$ cat src/include/script_alu_consts.svh
// offsets, field positions and class codes for the script alu extension block
`ifndef SCRIPT_ALU_CONSTS_SVH
`define SCRIPT_ALU_CONSTS_SVH
`define ADDR_INSTR_HI 8'h00
`define ADDR_INSTR_LO 8'h04
`define ADDR_OPS 8'h08
`define ADDR_IRQ_STATUS 8'h0c
`define ADDR_RESULT 8'h10
`define ADDR_MOVE 8'h14
`define ADDR_WIDE 8'h18
`define ADDR_CTRL 8'h1c
`define BIT_NOTIFY 20
`define BIT_CARRY_COND 21
`define BIT_CARRY_IO 10
`define BIT_CARRY_VAL 9
`define BIT_CARRY_EN 0
`define BIT_USE_RECV 1
`define BIT_IFLY_STATUS 2
`define BIT_DO_ADD 2
`define BIT_COMPARE 18
`define BIT_WANT_TRUE 19
`define FLD_CLASS_HI 7
`define FLD_CLASS_LO 6
`define CLASS_RW 2'h1
`define CLASS_XFER 2'h2
`define CLASS_IO 2'h3
`define CLASS_MOVE 2'h0
`define BIT_CHAINED 2
`define BIT_ODD 0
`define BIT_GO 0
`define FLD_BYTE_HI 7
`define FLD_BYTE_LO 0
`define FLD_RECV_HI 15
`define FLD_RECV_LO 8
`define FLD_MOVE_CTRL_HI 10
`define FLD_MOVE_CTRL_LO 8
`endif

$ cat src/include/script_alu_pkg.sv
// shared types for the script alu extension block
package script_alu_pkg;
   typedef enum logic [1:0] {
      EXEC_IDLE,
      EXEC_RUN,
      EXEC_DONE
   } exec_e;
endpackage

$ cat src/include/alu_if.sv
// carrier between the executor and the adder
`timescale 1ns/1ps
interface alu_if;
   logic [7:0] opA;
   logic [7:0] opB;
   logic carryIn;
   logic [7:0] sum;
   logic carryOut;
   modport exec (output opA, output opB, output carryIn, input sum, input carryOut);
   modport alu (input opA, input opB, input carryIn, output sum, output carryOut);
endinterface

$ cat src/hdl/carry_adder.sv
// 8-bit adder with carry in and carry out
`timescale 1ns/1ps
module carry_adder (
   alu_if.alu a
);
   logic [8:0] full;
   assign full = {1'b0, a.opA} + {1'b0, a.opB} + {8'h00, a.carryIn};
   assign a.sum = full[7:0];
   assign a.carryOut = full[8];
endmodule

$ cat src/hdl/script_alu_carry.sv
// script processor carry, notify, operand and residual-byte execution logic
//
// Behaviour
// RULE1 - odd-ending chained move holds last byte, pairs it with next move's first byte
// RULE2 - instruction with bit 20 set raises status bit 2 after execution
// RULE3 - notify does not halt; execution carries on with next instruction
// RULE4 - reading interrupt status is the only way to clear the notify bit
// RULE5 - jump/call/return/interrupt can branch on carry, selected by bit 21
// RULE6 - carry condition with data compare is illegal; treated as no branch
// RULE7 - command byte bit 0 adds current carry into add result
// RULE8 - use-received option takes operand from first byte received register
// RULE9 - io instruction with bit 10 sets or clears carry as encoded
// RULE10 - every add loads carry with its sum's carry out
// RULE11 - carry holds between instructions; reset clears it
`timescale 1ns/1ps
`include "script_alu_consts.svh"
module script_alu_carry (
   // clock and reset
   input wire logic ref_clk,
   input wire logic rst_b,
   // apb slave
   input wire logic psel,
   input wire logic penable,
   input wire logic pwrite,
   input wire logic [7:0] paddr,
   input wire logic [31:0] pwdata,
   output logic [31:0] prdata,
   output logic pready,
   output logic pslverr,
   // status to the host
   output logic notifyFlag,
   output logic carryFlag,
   output logic branchTaken,
   output logic [15:0] wideWord,
   output logic wideValid
);
   logic [31:0] instrHi_q, instrLo_q;
   logic [7:0] firstByteRecv_q, regOperand_q;
   logic [7:0] result_q, moveByte_q, residual_q;
   logic residualValid_q, carry_q, notify_q, branch_q;
   logic [15:0] wide_q;
   logic wideValid_q, execGo_q, movePending_q;
   logic [2:0] moveCtrl_q;
   logic pready_q, pslverr_q;
   logic [31:0] prdata_q;
   script_alu_pkg::exec_e state_q;
   logic wrAcc, rdAcc, doneExec, ifly;
   logic [1:0] instrClass;
   alu_if alu ();

   carry_adder adder (
      .a(alu.alu)
   );

   function automatic logic isMapped(input logic [7:0] addr);
      isMapped = (addr <= `ADDR_CTRL) && (addr[1:0] == 2'h0);
   endfunction

   // writes land only at the edge where the master sees pready
   assign wrAcc = psel && penable && pwrite && pready_q;
   assign rdAcc = psel && penable && !pwrite && !pready_q;
   assign instrClass = instrHi_q[`FLD_CLASS_HI:`FLD_CLASS_LO];
   assign doneExec = state_q == script_alu_pkg::EXEC_RUN;

   // operand substitution: received byte replaces the immediate byte
   assign alu.opA = regOperand_q;
   assign alu.opB = instrHi_q[`BIT_USE_RECV] ? firstByteRecv_q : instrLo_q[`FLD_BYTE_HI:`FLD_BYTE_LO]; // [RULE8]
   assign alu.carryIn = instrHi_q[`BIT_CARRY_EN] && carry_q; // [RULE7]

   // one-cycle wait state so every access answers in the second access cycle
   always_ff @(posedge ref_clk or negedge rst_b) begin
      if (!rst_b) begin
         pready_q <= 1'b0;
         pslverr_q <= 1'b0;
         prdata_q <= 32'h0000_0000;
      end else begin
         pready_q <= psel && penable && !pready_q;
         pslverr_q <= psel && penable && !pready_q && !isMapped(paddr);
         if (rdAcc) begin
            unique case (paddr)
               `ADDR_INSTR_HI: prdata_q <= instrHi_q;
               `ADDR_INSTR_LO: prdata_q <= instrLo_q;
               `ADDR_OPS: prdata_q <= {16'h0000, firstByteRecv_q, regOperand_q};
               `ADDR_IRQ_STATUS: prdata_q <= {29'h0000_0000, notify_q, 2'h0};
               `ADDR_RESULT: prdata_q <= {22'h00_0000, branch_q, carry_q, result_q};
               `ADDR_MOVE: prdata_q <= {20'h0_0000, residualValid_q, moveCtrl_q, moveByte_q};
               `ADDR_WIDE: prdata_q <= {15'h0000, wideValid_q, wide_q};
               `ADDR_CTRL: prdata_q <= {30'h0000_0000, movePending_q, state_q != script_alu_pkg::EXEC_IDLE};
               default: prdata_q <= 32'h0000_0000;
            endcase
         end
      end
   end

   // software writes of instruction words and operands
   always_ff @(posedge ref_clk or negedge rst_b) begin
      if (!rst_b) begin
         instrHi_q <= 32'h0000_0000;
         instrLo_q <= 32'h0000_0000;
         firstByteRecv_q <= 8'h00;
         regOperand_q <= 8'h00;
         moveByte_q <= 8'h00;
         moveCtrl_q <= 3'h0;
      end else if (wrAcc) begin
         if (paddr == `ADDR_INSTR_HI) instrHi_q <= pwdata;
         if (paddr == `ADDR_INSTR_LO) instrLo_q <= pwdata;
         if (paddr == `ADDR_OPS) begin
            regOperand_q <= pwdata[`FLD_BYTE_HI:`FLD_BYTE_LO];
            firstByteRecv_q <= pwdata[`FLD_RECV_HI:`FLD_RECV_LO];
         end
         if (paddr == `ADDR_MOVE) begin
            moveByte_q <= pwdata[`FLD_BYTE_HI:`FLD_BYTE_LO];
            moveCtrl_q <= pwdata[`FLD_MOVE_CTRL_HI:`FLD_MOVE_CTRL_LO];
         end
      end
   end

   // start strobes for instruction execution and move bytes
   always_ff @(posedge ref_clk or negedge rst_b) begin
      if (!rst_b) begin
         execGo_q <= 1'b0;
         movePending_q <= 1'b0;
      end else begin
         execGo_q <= wrAcc && paddr == `ADDR_CTRL && pwdata[`BIT_GO];
         movePending_q <= wrAcc && paddr == `ADDR_MOVE;
      end
   end

   // sequencer never stalls on notify, it just returns to idle
   always_ff @(posedge ref_clk or negedge rst_b) begin
      if (!rst_b) begin
         state_q <= script_alu_pkg::EXEC_IDLE;
      end else begin
         unique case (state_q)
            script_alu_pkg::EXEC_IDLE: if (execGo_q) state_q <= script_alu_pkg::EXEC_RUN;
            script_alu_pkg::EXEC_RUN: state_q <= script_alu_pkg::EXEC_DONE;
            script_alu_pkg::EXEC_DONE: state_q <= script_alu_pkg::EXEC_IDLE; // [RULE3]
         endcase
      end
   end

   // carry: add loads carry out, io sets/clears, else holds
   always_ff @(posedge ref_clk or negedge rst_b) begin
      if (!rst_b) begin
         carry_q <= 1'b0; // [RULE11]
         result_q <= 8'h00;
      end else if (doneExec) begin
         if (instrClass == `CLASS_RW && instrHi_q[`BIT_DO_ADD]) begin
            carry_q <= alu.carryOut; // [RULE10]
            result_q <= alu.sum; // [RULE7]
         end else if (instrClass == `CLASS_IO && instrLo_q[`BIT_CARRY_IO]) begin
            carry_q <= instrLo_q[`BIT_CARRY_VAL]; // [RULE9]
         end
      end
   end

   // branch on carry; compare combined with carry is illegal, never branches
   always_ff @(posedge ref_clk or negedge rst_b) begin
      if (!rst_b) begin
         branch_q <= 1'b0;
      end else if (doneExec && instrClass == `CLASS_XFER) begin
         branch_q <= instrLo_q[`BIT_CARRY_COND] ?
            (!instrLo_q[`BIT_COMPARE] && (carry_q == instrLo_q[`BIT_WANT_TRUE])) : 1'b1; // [RULE5] [RULE6]
      end
   end

   // notify flag: set wins over the clearing status read
   assign ifly = doneExec && instrLo_q[`BIT_NOTIFY];
   always_ff @(posedge ref_clk or negedge rst_b) begin
      if (!rst_b) begin
         notify_q <= 1'b0;
      end else if (ifly) begin
         notify_q <= 1'b1; // [RULE2]
      end else if (rdAcc && paddr == `ADDR_IRQ_STATUS) begin
         notify_q <= 1'b0; // [RULE4]
      end
   end

   // residual byte merge across chained moves
   always_ff @(posedge ref_clk or negedge rst_b) begin
      if (!rst_b) begin
         residual_q <= 8'h00;
         residualValid_q <= 1'b0;
         wide_q <= 16'h0000;
         wideValid_q <= 1'b0;
      end else begin
         wideValid_q <= 1'b0;
         if (movePending_q) begin
            if (residualValid_q) begin
               wide_q <= {moveByte_q, residual_q}; // [RULE1]
               wideValid_q <= 1'b1;
               residualValid_q <= 1'b0;
            end else if (moveCtrl_q[`BIT_CHAINED] && moveCtrl_q[`BIT_ODD]) begin
               residual_q <= moveByte_q; // [RULE1]
               residualValid_q <= 1'b1;
            end
         end
      end
   end

   assign prdata = prdata_q;
   assign pready = pready_q;
   assign pslverr = pslverr_q;
   assign notifyFlag = notify_q;
   assign carryFlag = carry_q;
   assign branchTaken = branch_q;
   assign wideWord = wide_q;
   assign wideValid = wideValid_q;

   // assertions
   notify_set_a: assert property (@(posedge ref_clk) disable iff (!rst_b) // [RULE2]
      ifly |=> notifyFlag) else $error("notify flag not set after notify instruction");
   notify_hold_a: assert property (@(posedge ref_clk) disable iff (!rst_b) // [RULE4]
      notifyFlag && !(rdAcc && paddr == `ADDR_IRQ_STATUS) |=> notifyFlag)
      else $error("notify flag cleared without status read");
   no_halt_a: assert property (@(posedge ref_clk) disable iff (!rst_b) // [RULE3]
      doneExec |=> ##1 state_q == script_alu_pkg::EXEC_IDLE) else $error("sequencer stalled");
   carry_hold_a: assert property (@(posedge ref_clk) disable iff (!rst_b) // [RULE11]
      !doneExec |=> $stable(carryFlag)) else $error("carry changed without instruction");
   carry_add_a: assert property (@(posedge ref_clk) disable iff (!rst_b) // [RULE10]
      doneExec && instrClass == `CLASS_RW && instrHi_q[`BIT_DO_ADD] |=> carryFlag == $past(alu.carryOut))
      else $error("carry not loaded from add");
   carry_io_a: assert property (@(posedge ref_clk) disable iff (!rst_b) // [RULE9]
      doneExec && instrClass == `CLASS_IO && instrLo_q[`BIT_CARRY_IO]
      |=> carryFlag == $past(instrLo_q[`BIT_CARRY_VAL]))
      else $error("carry not set or cleared by io");
   illegal_cmp_a: assert property (@(posedge ref_clk) disable iff (!rst_b) // [RULE6]
      doneExec && instrClass == `CLASS_XFER && instrLo_q[`BIT_CARRY_COND] && instrLo_q[`BIT_COMPARE] |=> !branchTaken)
      else $error("illegal carry compare branched");
   branch_carry_a: assert property (@(posedge ref_clk) disable iff (!rst_b) // [RULE5]
      doneExec && instrClass == `CLASS_XFER && instrLo_q[`BIT_CARRY_COND] && !instrLo_q[`BIT_COMPARE]
      |=> branchTaken == ($past(carry_q) == $past(instrLo_q[`BIT_WANT_TRUE])))
      else $error("carry branch wrong");
   carry_in_a: assert property (@(posedge ref_clk) disable iff (!rst_b) // [RULE7]
      doneExec && instrClass == `CLASS_RW && instrHi_q[`BIT_DO_ADD]
      |=> {carryFlag, result_q} == 9'($past(regOperand_q)) + 9'($past(alu.opB))
         + 9'($past(instrHi_q[`BIT_CARRY_EN] && carry_q)))
      else $error("add result ignores carry in");
   operand_a: assert property (@(posedge ref_clk) disable iff (!rst_b) // [RULE8]
      instrHi_q[`BIT_USE_RECV] |-> alu.opB == firstByteRecv_q) else $error("operand not received byte");
   residual_pair_a: assert property (@(posedge ref_clk) disable iff (!rst_b) // [RULE1]
      movePending_q && residualValid_q |=> wideValid && wideWord[7:0] == $past(residual_q))
      else $error("residual byte not paired");
endmodule

$ cat config.mk
export PLATFORM = sky130hd
export DESIGN_NAME = script_alu_carry
export DESIGN_NICKNAME = d
export VERILOG_FILES = /design/src/include/script_alu_pkg.sv /design/src/include/alu_if.sv /design/src/hdl/carry_adder.sv /design/src/hdl/script_alu_carry.sv
export VERILOG_INCLUDE_DIRS = /design/src /design/src/include
export SDC_FILE = /design/constraint.sdc
export NUM_CORES = 1
export LEC_CHECK = 0
export BUFFER_PORTS_ARGS = -buffer_cell sky130_fd_sc_hd__buf_4
export CORE_ASPECT_RATIO = 1.2
export CORE_MARGIN = 4
export CORE_UTILIZATION = 58
export DETAILED_ROUTE_END_ITERATION = 16
export PLACE_DENSITY = 0.87
export SETUP_SLACK_MARGIN = 0.15
export SLEW_MARGIN = 20
export SYNTH_ARGS = -nofsm -noshare
export SYNTH_HDL_FRONTEND = slang
export SYNTH_HIERARCHICAL = 1
export SYNTH_SLANG_ARGS = --single-unit
$ cat constraint.sdc
create_clock -name ref_clk -period 3.06 [get_ports ref_clk]
set_clock_uncertainty 0.1 [all_clocks]
set_input_delay 0.612 -clock ref_clk [delete_from_list [all_inputs] [get_ports ref_clk]]
set_output_delay 0.612 -clock ref_clk [all_outputs]
set_load 0.03 [all_outputs]
---- After elaboration in Yosys (flattened, before gate mapping) ----
Index checks and enable logic that the tools add are counted.
word-level totals
  register bits after elaboration ......... 166
  input bits .............................. 45
  output and inout port bits .............. 54
  logic and storage cells ................. 88
cells by class
  add/sub/neg operators ................... 2
  $lt $le $gt $ge ......................... 1
  equal/unequal tests ..................... 14
  multiplexer cells ....................... 13
  bitwise logic cells ..................... 1
  reductions and logical operators ........ 37
operator list
  kind                  number
  $pmux W32 S8          1
  $eq A8 B5 Y1 const B  4
  $logic_and A1 B1 Y1   19
  $eq A8 B4 Y1 const B  2
  $reduce_and A2 Y1     7
  $add A8 B8 Y9         1
  $add A9 B1 Y9         1
  $mux W1               9
  $eq A8 B3 Y1 const B  1
  $le A8 B5 Y1 const B  1
  $logic_not A8 Y1      1
  $mux W8               1
  $eq A2 B2 Y1 const B  3
  $pmux W2 S3           1
  $reduce_bool A2 Y1    3
  $eq A2 B1 Y1 const B  2
  $logic_not A1 Y1      4
  $logic_not A2 Y1      2
  $reduce_and A3 Y1     1
  $mux W2               1
  $ne A2 B2 Y1 const B  1
  $eq A1 B1 Y1          1
  $not A1 Y1            1

---- Logic depth before layout (Yosys ltp) ----
Gate-level depths: netlist (run 1).
  word-level depth ........................ 6
  depth in mapped cells ................... 9
  mapped depth without buffers ............ 8

---- Cells and area by module ----
The synthesis (run 1) kept the hierarchy.
modules (own cells, without submodules)
  module            times used  cells an instance  area each (um^2)  sequential area each (um^2)
  script_alu_carry  1           545                7478.4            4154.0
  carry_adder       1           40                 331.6             0.0

---- Worst setup path after synthesis (run 1) ----
No wires, ideal clock.
  path type ............................... flip-flop to flip-flop
  start ................................... register instrHi_q[1]
  end ..................................... register result_q[4]
  library setup time ...................... 0.125 ns
  data arrival time ....................... 2.459 ns
  required time ........................... 2.835 ns
  slack ................................... 0.376 ns
  cell stages (with the launch flop) ...... 9
  path buffers ............................ 1
  clock period less this slack ............ 2.684 ns
  cells stage by stage .................... dfrtp_1 -> clkbuf_1 -> mux2_2 -> fa_1 -> fa_1 -> a21oi_1 -> o21bai_1 -> xor2_1 -> mux2_2
on the way
  longest elaborated chain between the ends .. 3
RTL lines
  what                    line                     source
  start, declared         script_alu_carry.sv:37   logic [31:0] instrHi_q, instrLo_q;
  start signal, assigned  script_alu_carry.sv:105  if (paddr == `ADDR_INSTR_HI) instrHi_q <= pwdata;
  $mux W8                 script_alu_carry.sv:67   assign alu.opB = instrHi_q[`BIT_USE_RECV] ? firstByteRecv_q : instrLo_q[`FLD_BYTE_HI:`FLD_BYTE_LO];
  named net alu.opB[0]    alu_if.sv:5              logic [7:0] opB;
  $add A8 B8 Y9           carry_adder.sv:7         assign full = {1'b0, a.opA} + {1'b0, a.opB} + {8'h00, a.carryIn};
  $add A9 B1 Y9           carry_adder.sv:7
  named net alu.sum[4]    alu_if.sv:7              logic [7:0] sum;
  end signal, assigned    script_alu_carry.sv:150  result_q <= alu.sum;
  end, declared           script_alu_carry.sv:39   logic [7:0] result_q, moveByte_q, residual_q;
The timed path passes the listed nets, and every way through them passes these cells.
A chain may end at the register's enable or synchronous reset.

---- Worst setup path after layout (run 1) ----
  start ................................... register instrHi_q[1]
  end ..................................... register carry_q (netlist: carryFlag)
on the way
  longest elaborated chain between the ends .. 4
RTL lines
  what                    line                     source
  $mux W8                 script_alu_carry.sv:67
  named net alu.opB[0]    alu_if.sv:5
  $add A8 B8 Y9           carry_adder.sv:7
  $add A9 B1 Y9           carry_adder.sv:7
  named net alu.carryOut  alu_if.sv:8              logic carryOut;
  $mux W1                 script_alu_carry.sv:148  if (instrClass == `CLASS_RW && instrHi_q[`BIT_DO_ADD]) begin
  end signal, assigned    script_alu_carry.sv:149  carry_q <= alu.carryOut;
  end signal, assigned    script_alu_carry.sv:152  carry_q <= instrLo_q[`BIT_CARRY_VAL];
  end, declared           script_alu_carry.sv:40   logic residualValid_q, carry_q, notify_q, branch_q;
The timed path passes the listed nets, and every way through them passes these cells.

==> results of run 1 <==
worst reg2reg max path, stage by stage, from the launching register on:
cell                      delay [ps]
sky130_fd_sc_hd__dfrtp_1         370
sky130_fd_sc_hd__mux2_2          350
sky130_fd_sc_hd__fa_1            440
sky130_fd_sc_hd__fa_1            430
sky130_fd_sc_hd__a21oi_1         330
sky130_fd_sc_hd__o21a_1          200
sky130_fd_sc_hd__o21ai_0         120
sky130_fd_sc_hd__mux2i_1         150
sky130_fd_sc_hd__o31ai_1          80
stage by stage:
stage / utilization (%) / hold WS (ps) / instances / instance area (µm²)
after floorplan: - / 216 / 585 / 7810
after global placement: 66.4 / 363 / 837 / 8750
after detailed placement: 66.4 / 371 / 837 / 8750
after CTS: 71.1 / 169 / 869 / 9370
after global routing: 71.1 / 210 / 869 / 9370
final: 71.1 / 151 / 869 / 9370
state kept, by name, summed over array words and instances, names as in the netlist, 2 cells and up:
| signal | flops |
|---|---|
| instrHi_q | 32 |
| instrLo_q | 32 |
| prdata | 32 |
| wideWord | 16 |
| alu.opA | 8 |
| firstByteRecv_q | 8 |
| moveByte_q | 8 |
| residual_q | 8 |
| result_q | 8 |
| moveCtrl_q | 3 |
| state_q | 2 |
logic make-up (layout without fill, tap and decap cells):
family | Yosys count | count (layout) | synth area share [%]
fa+ha+maj | 11 | 11 | 1.95
compound gates | 111 | 111 | 9.93
buf+inv | 41 | 157 | 2.84
simple gates | 98 | 98 | 7.42
flops | 166 | 166 | 53.2
mux | 153 | 153 | 24.1
xor+xnor | 5 | 5 | 0.561
per-layer routing:
layer | track usage (%) | up-vias
met2 | 46.7 | 267
li1 | - | 2381
met4 | 13.1 | 0
met1 | 35.5 | 2849
met3 | 5.74 | 60
met5 | 0 | -
power by group through the flow:
stage | logic, mW | clock network [mW] | registers [mW]
6_report | 0.296 | 2.22 | 2.23
5_1_grt | 0.316 | 2.33 | 2.23
4_1_cts | 0.292 | 2.23 | 2.23
3_5_place_dp | 0.288 | 0 | 2.27
3_3_place_gp | 0.271 | 0 | 2.27
2_1_floorplan | 0.121 | 0 | 2.27
cells in the final DEF, fill, tap and decap left out, drive strengths merged, types with 4 or more instances in the layout:
cell | synthesis | layout
nand2 | 38 | 38
or3 | 4 | 4
a22o | 10 | 10
nor3 | 7 | 7
dfrtp | 166 | 166
clkbuf | 17 | 18
a222oi | 4 | 4
nor2 | 5 | 5
o2bb2ai | 9 | 9
inv | 9 | 13
nor2b | 5 | 5
ha | 9 | 9
o21ai | 37 | 37
a22oi | 23 | 23
a21oi | 7 | 7
nand3 | 15 | 15
mux2 | 138 | 138
mux2i | 13 | 13
buf | 15 | 116
clkinvlp | 0 | 4
cell type report:
class / instances / area (µm²) / share of cell area [%]
Tap cell: 168 / 210 / 2.24
Clock inverter: 14 / 174 / 1.86
Multi-Input combinational cell: 378 / 3440 / 36.8
Timing Repair Buffer: 116 / 912 / 9.74
Sequential cell: 166 / 4150 / 44.3
Inverter: 9 / 33.8 / 0.361
Clock buffer: 18 / 439 / 4.69
worst paths after layout:
| path | from | to | slack (ps) | cells past startpoint |
|---|---|---|---|---|
| min | rst_b | prdata[31] | 150 | 1 |
| max in group asynchronous | rst_b | prdata[2] | 1950 | 2 |
| min in group ref_clk | pwdata[20] | instrHi_q[20] | 320 | 2 |
| min reg2reg | prdata[12] | prdata[12] | 380 | 2 |
| max | instrHi_q[1] | carryFlag | 360 | 8 |
| max reg2reg | instrHi_q[1] | carryFlag | 360 | 8 |
cells in the mapped netlist (5+ instances only):
master	instances	area, µm²
sky130_fd_sc_hd__dfrtp_1	166	4150
sky130_fd_sc_hd__a22o_1	10	87.6
sky130_fd_sc_hd__a21oi_1	6	30.0
sky130_fd_sc_hd__mux2_4	41	616
sky130_fd_sc_hd__inv_1	8	30.0
sky130_fd_sc_hd__o2bb2ai_1	9	78.8
sky130_fd_sc_hd__mux2_2	97	1090
sky130_fd_sc_hd__mux2i_1	13	130
sky130_fd_sc_hd__nor3_1	5	25.0
sky130_fd_sc_hd__nor2_1	5	18.8
sky130_fd_sc_hd__clkbuf_1	17	63.8
sky130_fd_sc_hd__buf_6	8	90.1
sky130_fd_sc_hd__nand2_1	38	143
sky130_fd_sc_hd__a22oi_1	23	173
sky130_fd_sc_hd__nor2b_1	5	31.3
sky130_fd_sc_hd__o21ai_0	37	185
sky130_fd_sc_hd__nand3_1	11	55.1
sky130_fd_sc_hd__ha_1	9	113
==> run metrics, run 1 <==
starting utilization of the core area=approximately three fifths; most numerous cell on the critical path=sky130_fd_sc_hd__fa_1; clock-pin slew on the worst setup and hold paths=roughly 70 ps; cells resized by post-CTS repair=0; via-per-instance ratio=between 6 and 7; met3 wire len=1490 µm; H-tree level count=4; unrepaired setup endpoints after global routing=no; vias in the first global route=5,933; worst setup path class=register to register; sum of net half-perimeters after detailed placement=around 14,000 µm; average routed wire per standard cell=roughly 24 µm; x dimension of the die=114 µm; wire length of the first global-routing pass=roughly 33,000 µm; highest metal used=met4; crit path max fanout=2; Post-synth ARST share=100%; DRT iter0 DRCs=around 620; number of setup violations in the final report=0; pwr dens=507 nW/µm²; fill cell total of the finished layout=793; Switching Power=around 1.1 mW; Crit-path slowest cell=sky130_fd_sc_hd__fa_1; layout overhead on the synthesized area=19.9%; number of buffers created by CTS=17; part of the power in registers=47.0%; Core Area=roughly 13,000 µm²; Post-route DRC=0; total I/O pin count=~100; final period demand of the worst path=approximately 2700 ps; Netlist cell types=57; post-synthesis instance area=7810 µm²; largest net degree at the start of global routing=87; final setup TNS=0 ps; overall die area=about 15,000 µm²; part of the power in the clock network=between 40% and 50%; chip height=approximately 140 µm; Yosys reg bits=about 170; met2 wire len=10,600 µm; max-cap check violation count=0; buffer depth of the longest clock path=2; Top Family by Delay on Critical Path=adder cells; class of the most critical hold timing path=input pin to async pin; synth warn=6; Final Hold Vio Count=0; crit-path max cell delay=~440 ps; Critical Path End Type=register; Max-Slew Margin vs Limit=~39%; Final Total Pwr=about 4.8 mW; static leakage=~4.7 nW; global router's overall resource usage=~28%; initial antenna violation count=0; highest attainable clock frequency=between 300 and 400 MHz; number of max-slew violations in the final report=0; proportion of layout cells with a drive suffix above 1=between 40 and 50%; Synth Instances=~590; Worst Setup Start Kind=register; setup ws final=357 ps; register area share after synthesis=between 50% and 60%; Remaining Overflow, GRT=0; buffers added on ports=98; Data required, critical path=approximately 3300 ps; dominant synthesized flop cell=sky130_fd_sc_hd__dfrtp_1; # nets final=744; clock net sink count=about 170; routed metal-1 wire length=between 8000 and 9000 µm; Routed Antenna Nets=0; outcome=finished, final reports clean; Gate power share=about 6.2%; via count of the routed design=5,557; final routed wirelength across all metal layers=21,000 µm; synthesized netlist net count=641; clock tree from TritonCTS=built; placement row count=between 40 and 50; switch share=between 20% and 30%; drt first pass iters=6; final antenna diode count=0; slew at the pin closest to its max-slew limit=about 900 ps; crit path DAT=about 2900 ps; buffers inserted during post-CTS setup optimization=0; later-pin clock latency in the skew report=430 ps; Final period util=approximately nine tenths; CP Buf/Inv Count=0; internal power summed over all cells=approximately 3.6 mW; number of hold buffers added after cts=0; chain of cells forming the critical path=mux2_2, fa_1, fa_1, a21oi_1, o21a_1, o21ai_0, mux2i_1, o31ai_1; syn avg cell area=about 13 µm²; worst-case setup slack after placement=roughly 400 ps; clock tree root driver cell=sky130_fd_sc_hd__clkbuf_16; last weighted congestion value of the routability-driven placer=approximately 0.92; Max rail drop VDD=between 0.4 and 0.5 mV; number of enable flip-flop cells after synthesis=0
Power figures use the tool's default switching activity.
==> run 2, diff against run 1 <==
--- a/config.mk
+++ b/config.mk
@@ -9,10 +9,11 @@
 export BUFFER_PORTS_ARGS = -buffer_cell sky130_fd_sc_hd__buf_4
 export CORE_ASPECT_RATIO = 1.2
 export CORE_MARGIN = 4
-export CORE_UTILIZATION = 58
+export CORE_UTILIZATION = 63
 export DETAILED_ROUTE_END_ITERATION = 16
-export PLACE_DENSITY = 0.87
+export PLACE_DENSITY = 0.93
 export SETUP_SLACK_MARGIN = 0.15
+export SKIP_LAST_GASP = 1
 export SLEW_MARGIN = 20
 export SYNTH_ARGS = -nofsm -noshare
 export SYNTH_HDL_FRONTEND = slang
==> constraint.sdc (replaced) <==
create_clock -name ref_clk -period 3.5 [get_ports ref_clk]
set_clock_uncertainty 0.1 [all_clocks]
set_input_delay 0.7 -clock ref_clk [delete_from_list [all_inputs] [get_ports ref_clk]]
set_output_delay 0.7 -clock ref_clk [all_outputs]
set_load 0.02 [all_outputs]
==> run 2 against run 1 <==
Effect of this change: sequential share of layout area up 0.11 points; final cell count down 1.2%; sequential cell count unchanged; count of clock-buffer cells in the layout up 1; global-route usage up 3.4 points; power down 11%; fmax down 4.0%; setup slack better by 330 ps; core utilization up 6.1 points; sequential power down 13%; critical endpoint unchanged; largest cell class unchanged.
==> run metrics, run 2 (synthesis gave the netlist of run 1 again) <==
worst setup path class=register to register; sum of net half-perimeters after detailed placement=around 13,000 µm; number of setup violations in the final report=0; final routed wirelength across all metal layers=about 21,000 µm; met1 track utilization from global routing=roughly 39%; via-per-instance ratio=6.76; initial antenna violation count=0; vias in the first global route=~6,200; total placed instance area=8700 µm²; DRT iter0 DRCs=738; overall die area=between 10,000 and 15,000 µm²; clock tree root driver cell=sky130_fd_sc_hd__clkbuf_16; unrepaired setup endpoints after global routing=no; H-tree level count=4; chip height=around 130 µm; part of the power in the clock network=a little under half; crit path DAT=between 3000 and 4000 ps; class of the most critical hold timing path=input pin to async pin; final period demand of the worst path=around 2800 ps; number of hold buffers added after cts=0; most frequent cells in the layout=sky130_fd_sc_hd__dfrtp_1, sky130_fd_sc_hd__buf_4, sky130_fd_sc_hd__mux2_2; placement row count=44; Core Area=12,100 µm²; pwr dens=between 400 and 500 nW/µm²; largest net degree at the start of global routing=67; max-cap check violation count=0; slew at the pin closest to its max-slew limit=around 960 ps; clock tree from TritonCTS=built; buffers added on ports=roughly 100; drt first pass iters=6; global routing usage on met3=7.08%; outcome=finished, final reports clean; Global Route met2 Usage=49.9%; global router's overall resource usage=a little under a third; most common cell after layout, fill and taps aside=sky130_fd_sc_hd__dfrtp_1; Remaining Overflow, GRT=0; via count of the routed design=~5,800; static leakage=roughly 4.8 nW; Data required, critical path=3700 ps; cells resized by post-CTS repair=0; most crowded layer after global routing=met2; Max-Slew Margin vs Limit=around 36%; clock net sink count=between 150 and 200; crit path max fanout=3; Final Hold Vio Count=0; total I/O pin count=99; layout overhead on the synthesized area=19.6%; Critical Path End Type=register; part of the power in registers=about 46%; proportion of layout cells with a drive suffix above 1=a little over two fifths; last weighted congestion value of the routability-driven placer=just under 0.9; internal power summed over all cells=between 3 and 4 mW; x dimension of the die=around 110 µm; later-pin clock latency in the skew report=420 ps; final design instance area without fill=approximately 9300 µm²; Routed Antenna Nets=0; Worst Setup Start Kind=register; number of max-slew violations in the final report=0; highest attainable clock frequency=355 MHz; fill cell total of the finished layout=625; number of buffers created by CTS=17; average routed wire per standard cell=between 20 and 25 µm; # nets final=between 700 and 800; wire length of the first global-routing pass=roughly 34,000 µm; clock-pin slew on the worst setup and hold paths=roughly 60 ps; switch share=~23%; buffer depth of the longest clock path=2; Post-route DRC=0; Final period util=80.5%; final antenna diode count=0; Gate power share=under 10%; starting utilization of the core area=roughly 64%; Max rail drop VDD=around 0.32 mV; final setup TNS=0 ps; buffers inserted during post-CTS setup optimization=0; Switching Power=around 970 µW
==> run 2: cell types whose count changed in the layout (fill, tap and decap cells not counted), sizes merged <==
| cell | delta |
|---|---|
| inv | +1 |
| buf | -3 |
| clkbuf | +1 |
| clkinvlp | -3 |
| bufinv | +1 |
==> run 2: metrics by stage <==
step | power (mW) | setup WS [ps] | hold WS, ps | util, % | std cells
2_1_floorplan | 2.09 | 816 | 304 | - | 585
3_3_place_gp | 2.21 | 777 | 363 | 71.8 | 827
3_5_place_dp | 2.23 | 723 | 371 | 71.8 | 827
4_1_cts | 4.24 | 721 | 176 | 77.1 | 859
5_1_grt | 4.35 | 557 | 207 | 77.1 | 859
6_report | 4.24 | 683 | 165 | 77.1 | 859
==> run 2: worst max-delay path: stages, from the launching register on <==
cell and delay (ps):
sky130_fd_sc_hd__dfrtp_1 410, sky130_fd_sc_hd__mux2_2 290, sky130_fd_sc_hd__fa_1 450, sky130_fd_sc_hd__fa_1 440
sky130_fd_sc_hd__a21oi_1 340, sky130_fd_sc_hd__o21a_1 200, sky130_fd_sc_hd__o21ai_0 170, sky130_fd_sc_hd__mux2i_1 190
sky130_fd_sc_hd__o31ai_1 90
==> run 2: area by class of cell <==
cell class	instances	area, µm²	area share (%)
Clock buffer	19	453	4.85
Clock inverter	13	190	2.04
Inverter	9	33.8	0.362
Multi-Input combinational cell	378	3430	36.8
Sequential cell	166	4150	44.5
Tap cell	161	201	2.16
Timing Repair Buffer	113	877	9.39
==> run 2: power by group through the flow <==
stage	registers, mW	clock network (mW)	logic [mW]
detailed placement	1.99	0	0.240
finish	1.95	2.03	0.256
global placement	1.98	0	0.228
floorplan	1.99	0	0.106
CTS	1.95	2.04	0.251
global route	1.95	2.13	0.273
==> run 2: path summary, 6_finish.rpt <==
path                       slack, ps  cells past startpoint               start            to
min reg2reg                      380                      2          prdata[12]    prdata[12]
max reg2reg                      680                      8  firstByteRecv_q[0]     carryFlag
max                              680                      8  firstByteRecv_q[0]     carryFlag
max in group asynchronous       2200                      2               rst_b  instrLo_q[1]
min                              170                      1               rst_b    prdata[15]
min in group ref_clk             380                      2          prdata[12]    prdata[12]
==> run 2: routing by layer <==
layer  vias up  share of wire [%]  wire length [µm]
li1       2368                  -                 -
met1      2933                 38              8060
met2       389                 48             10300
met3       117                8.4              1810
met4         0                6.0              1280
met5         -                  0                 0
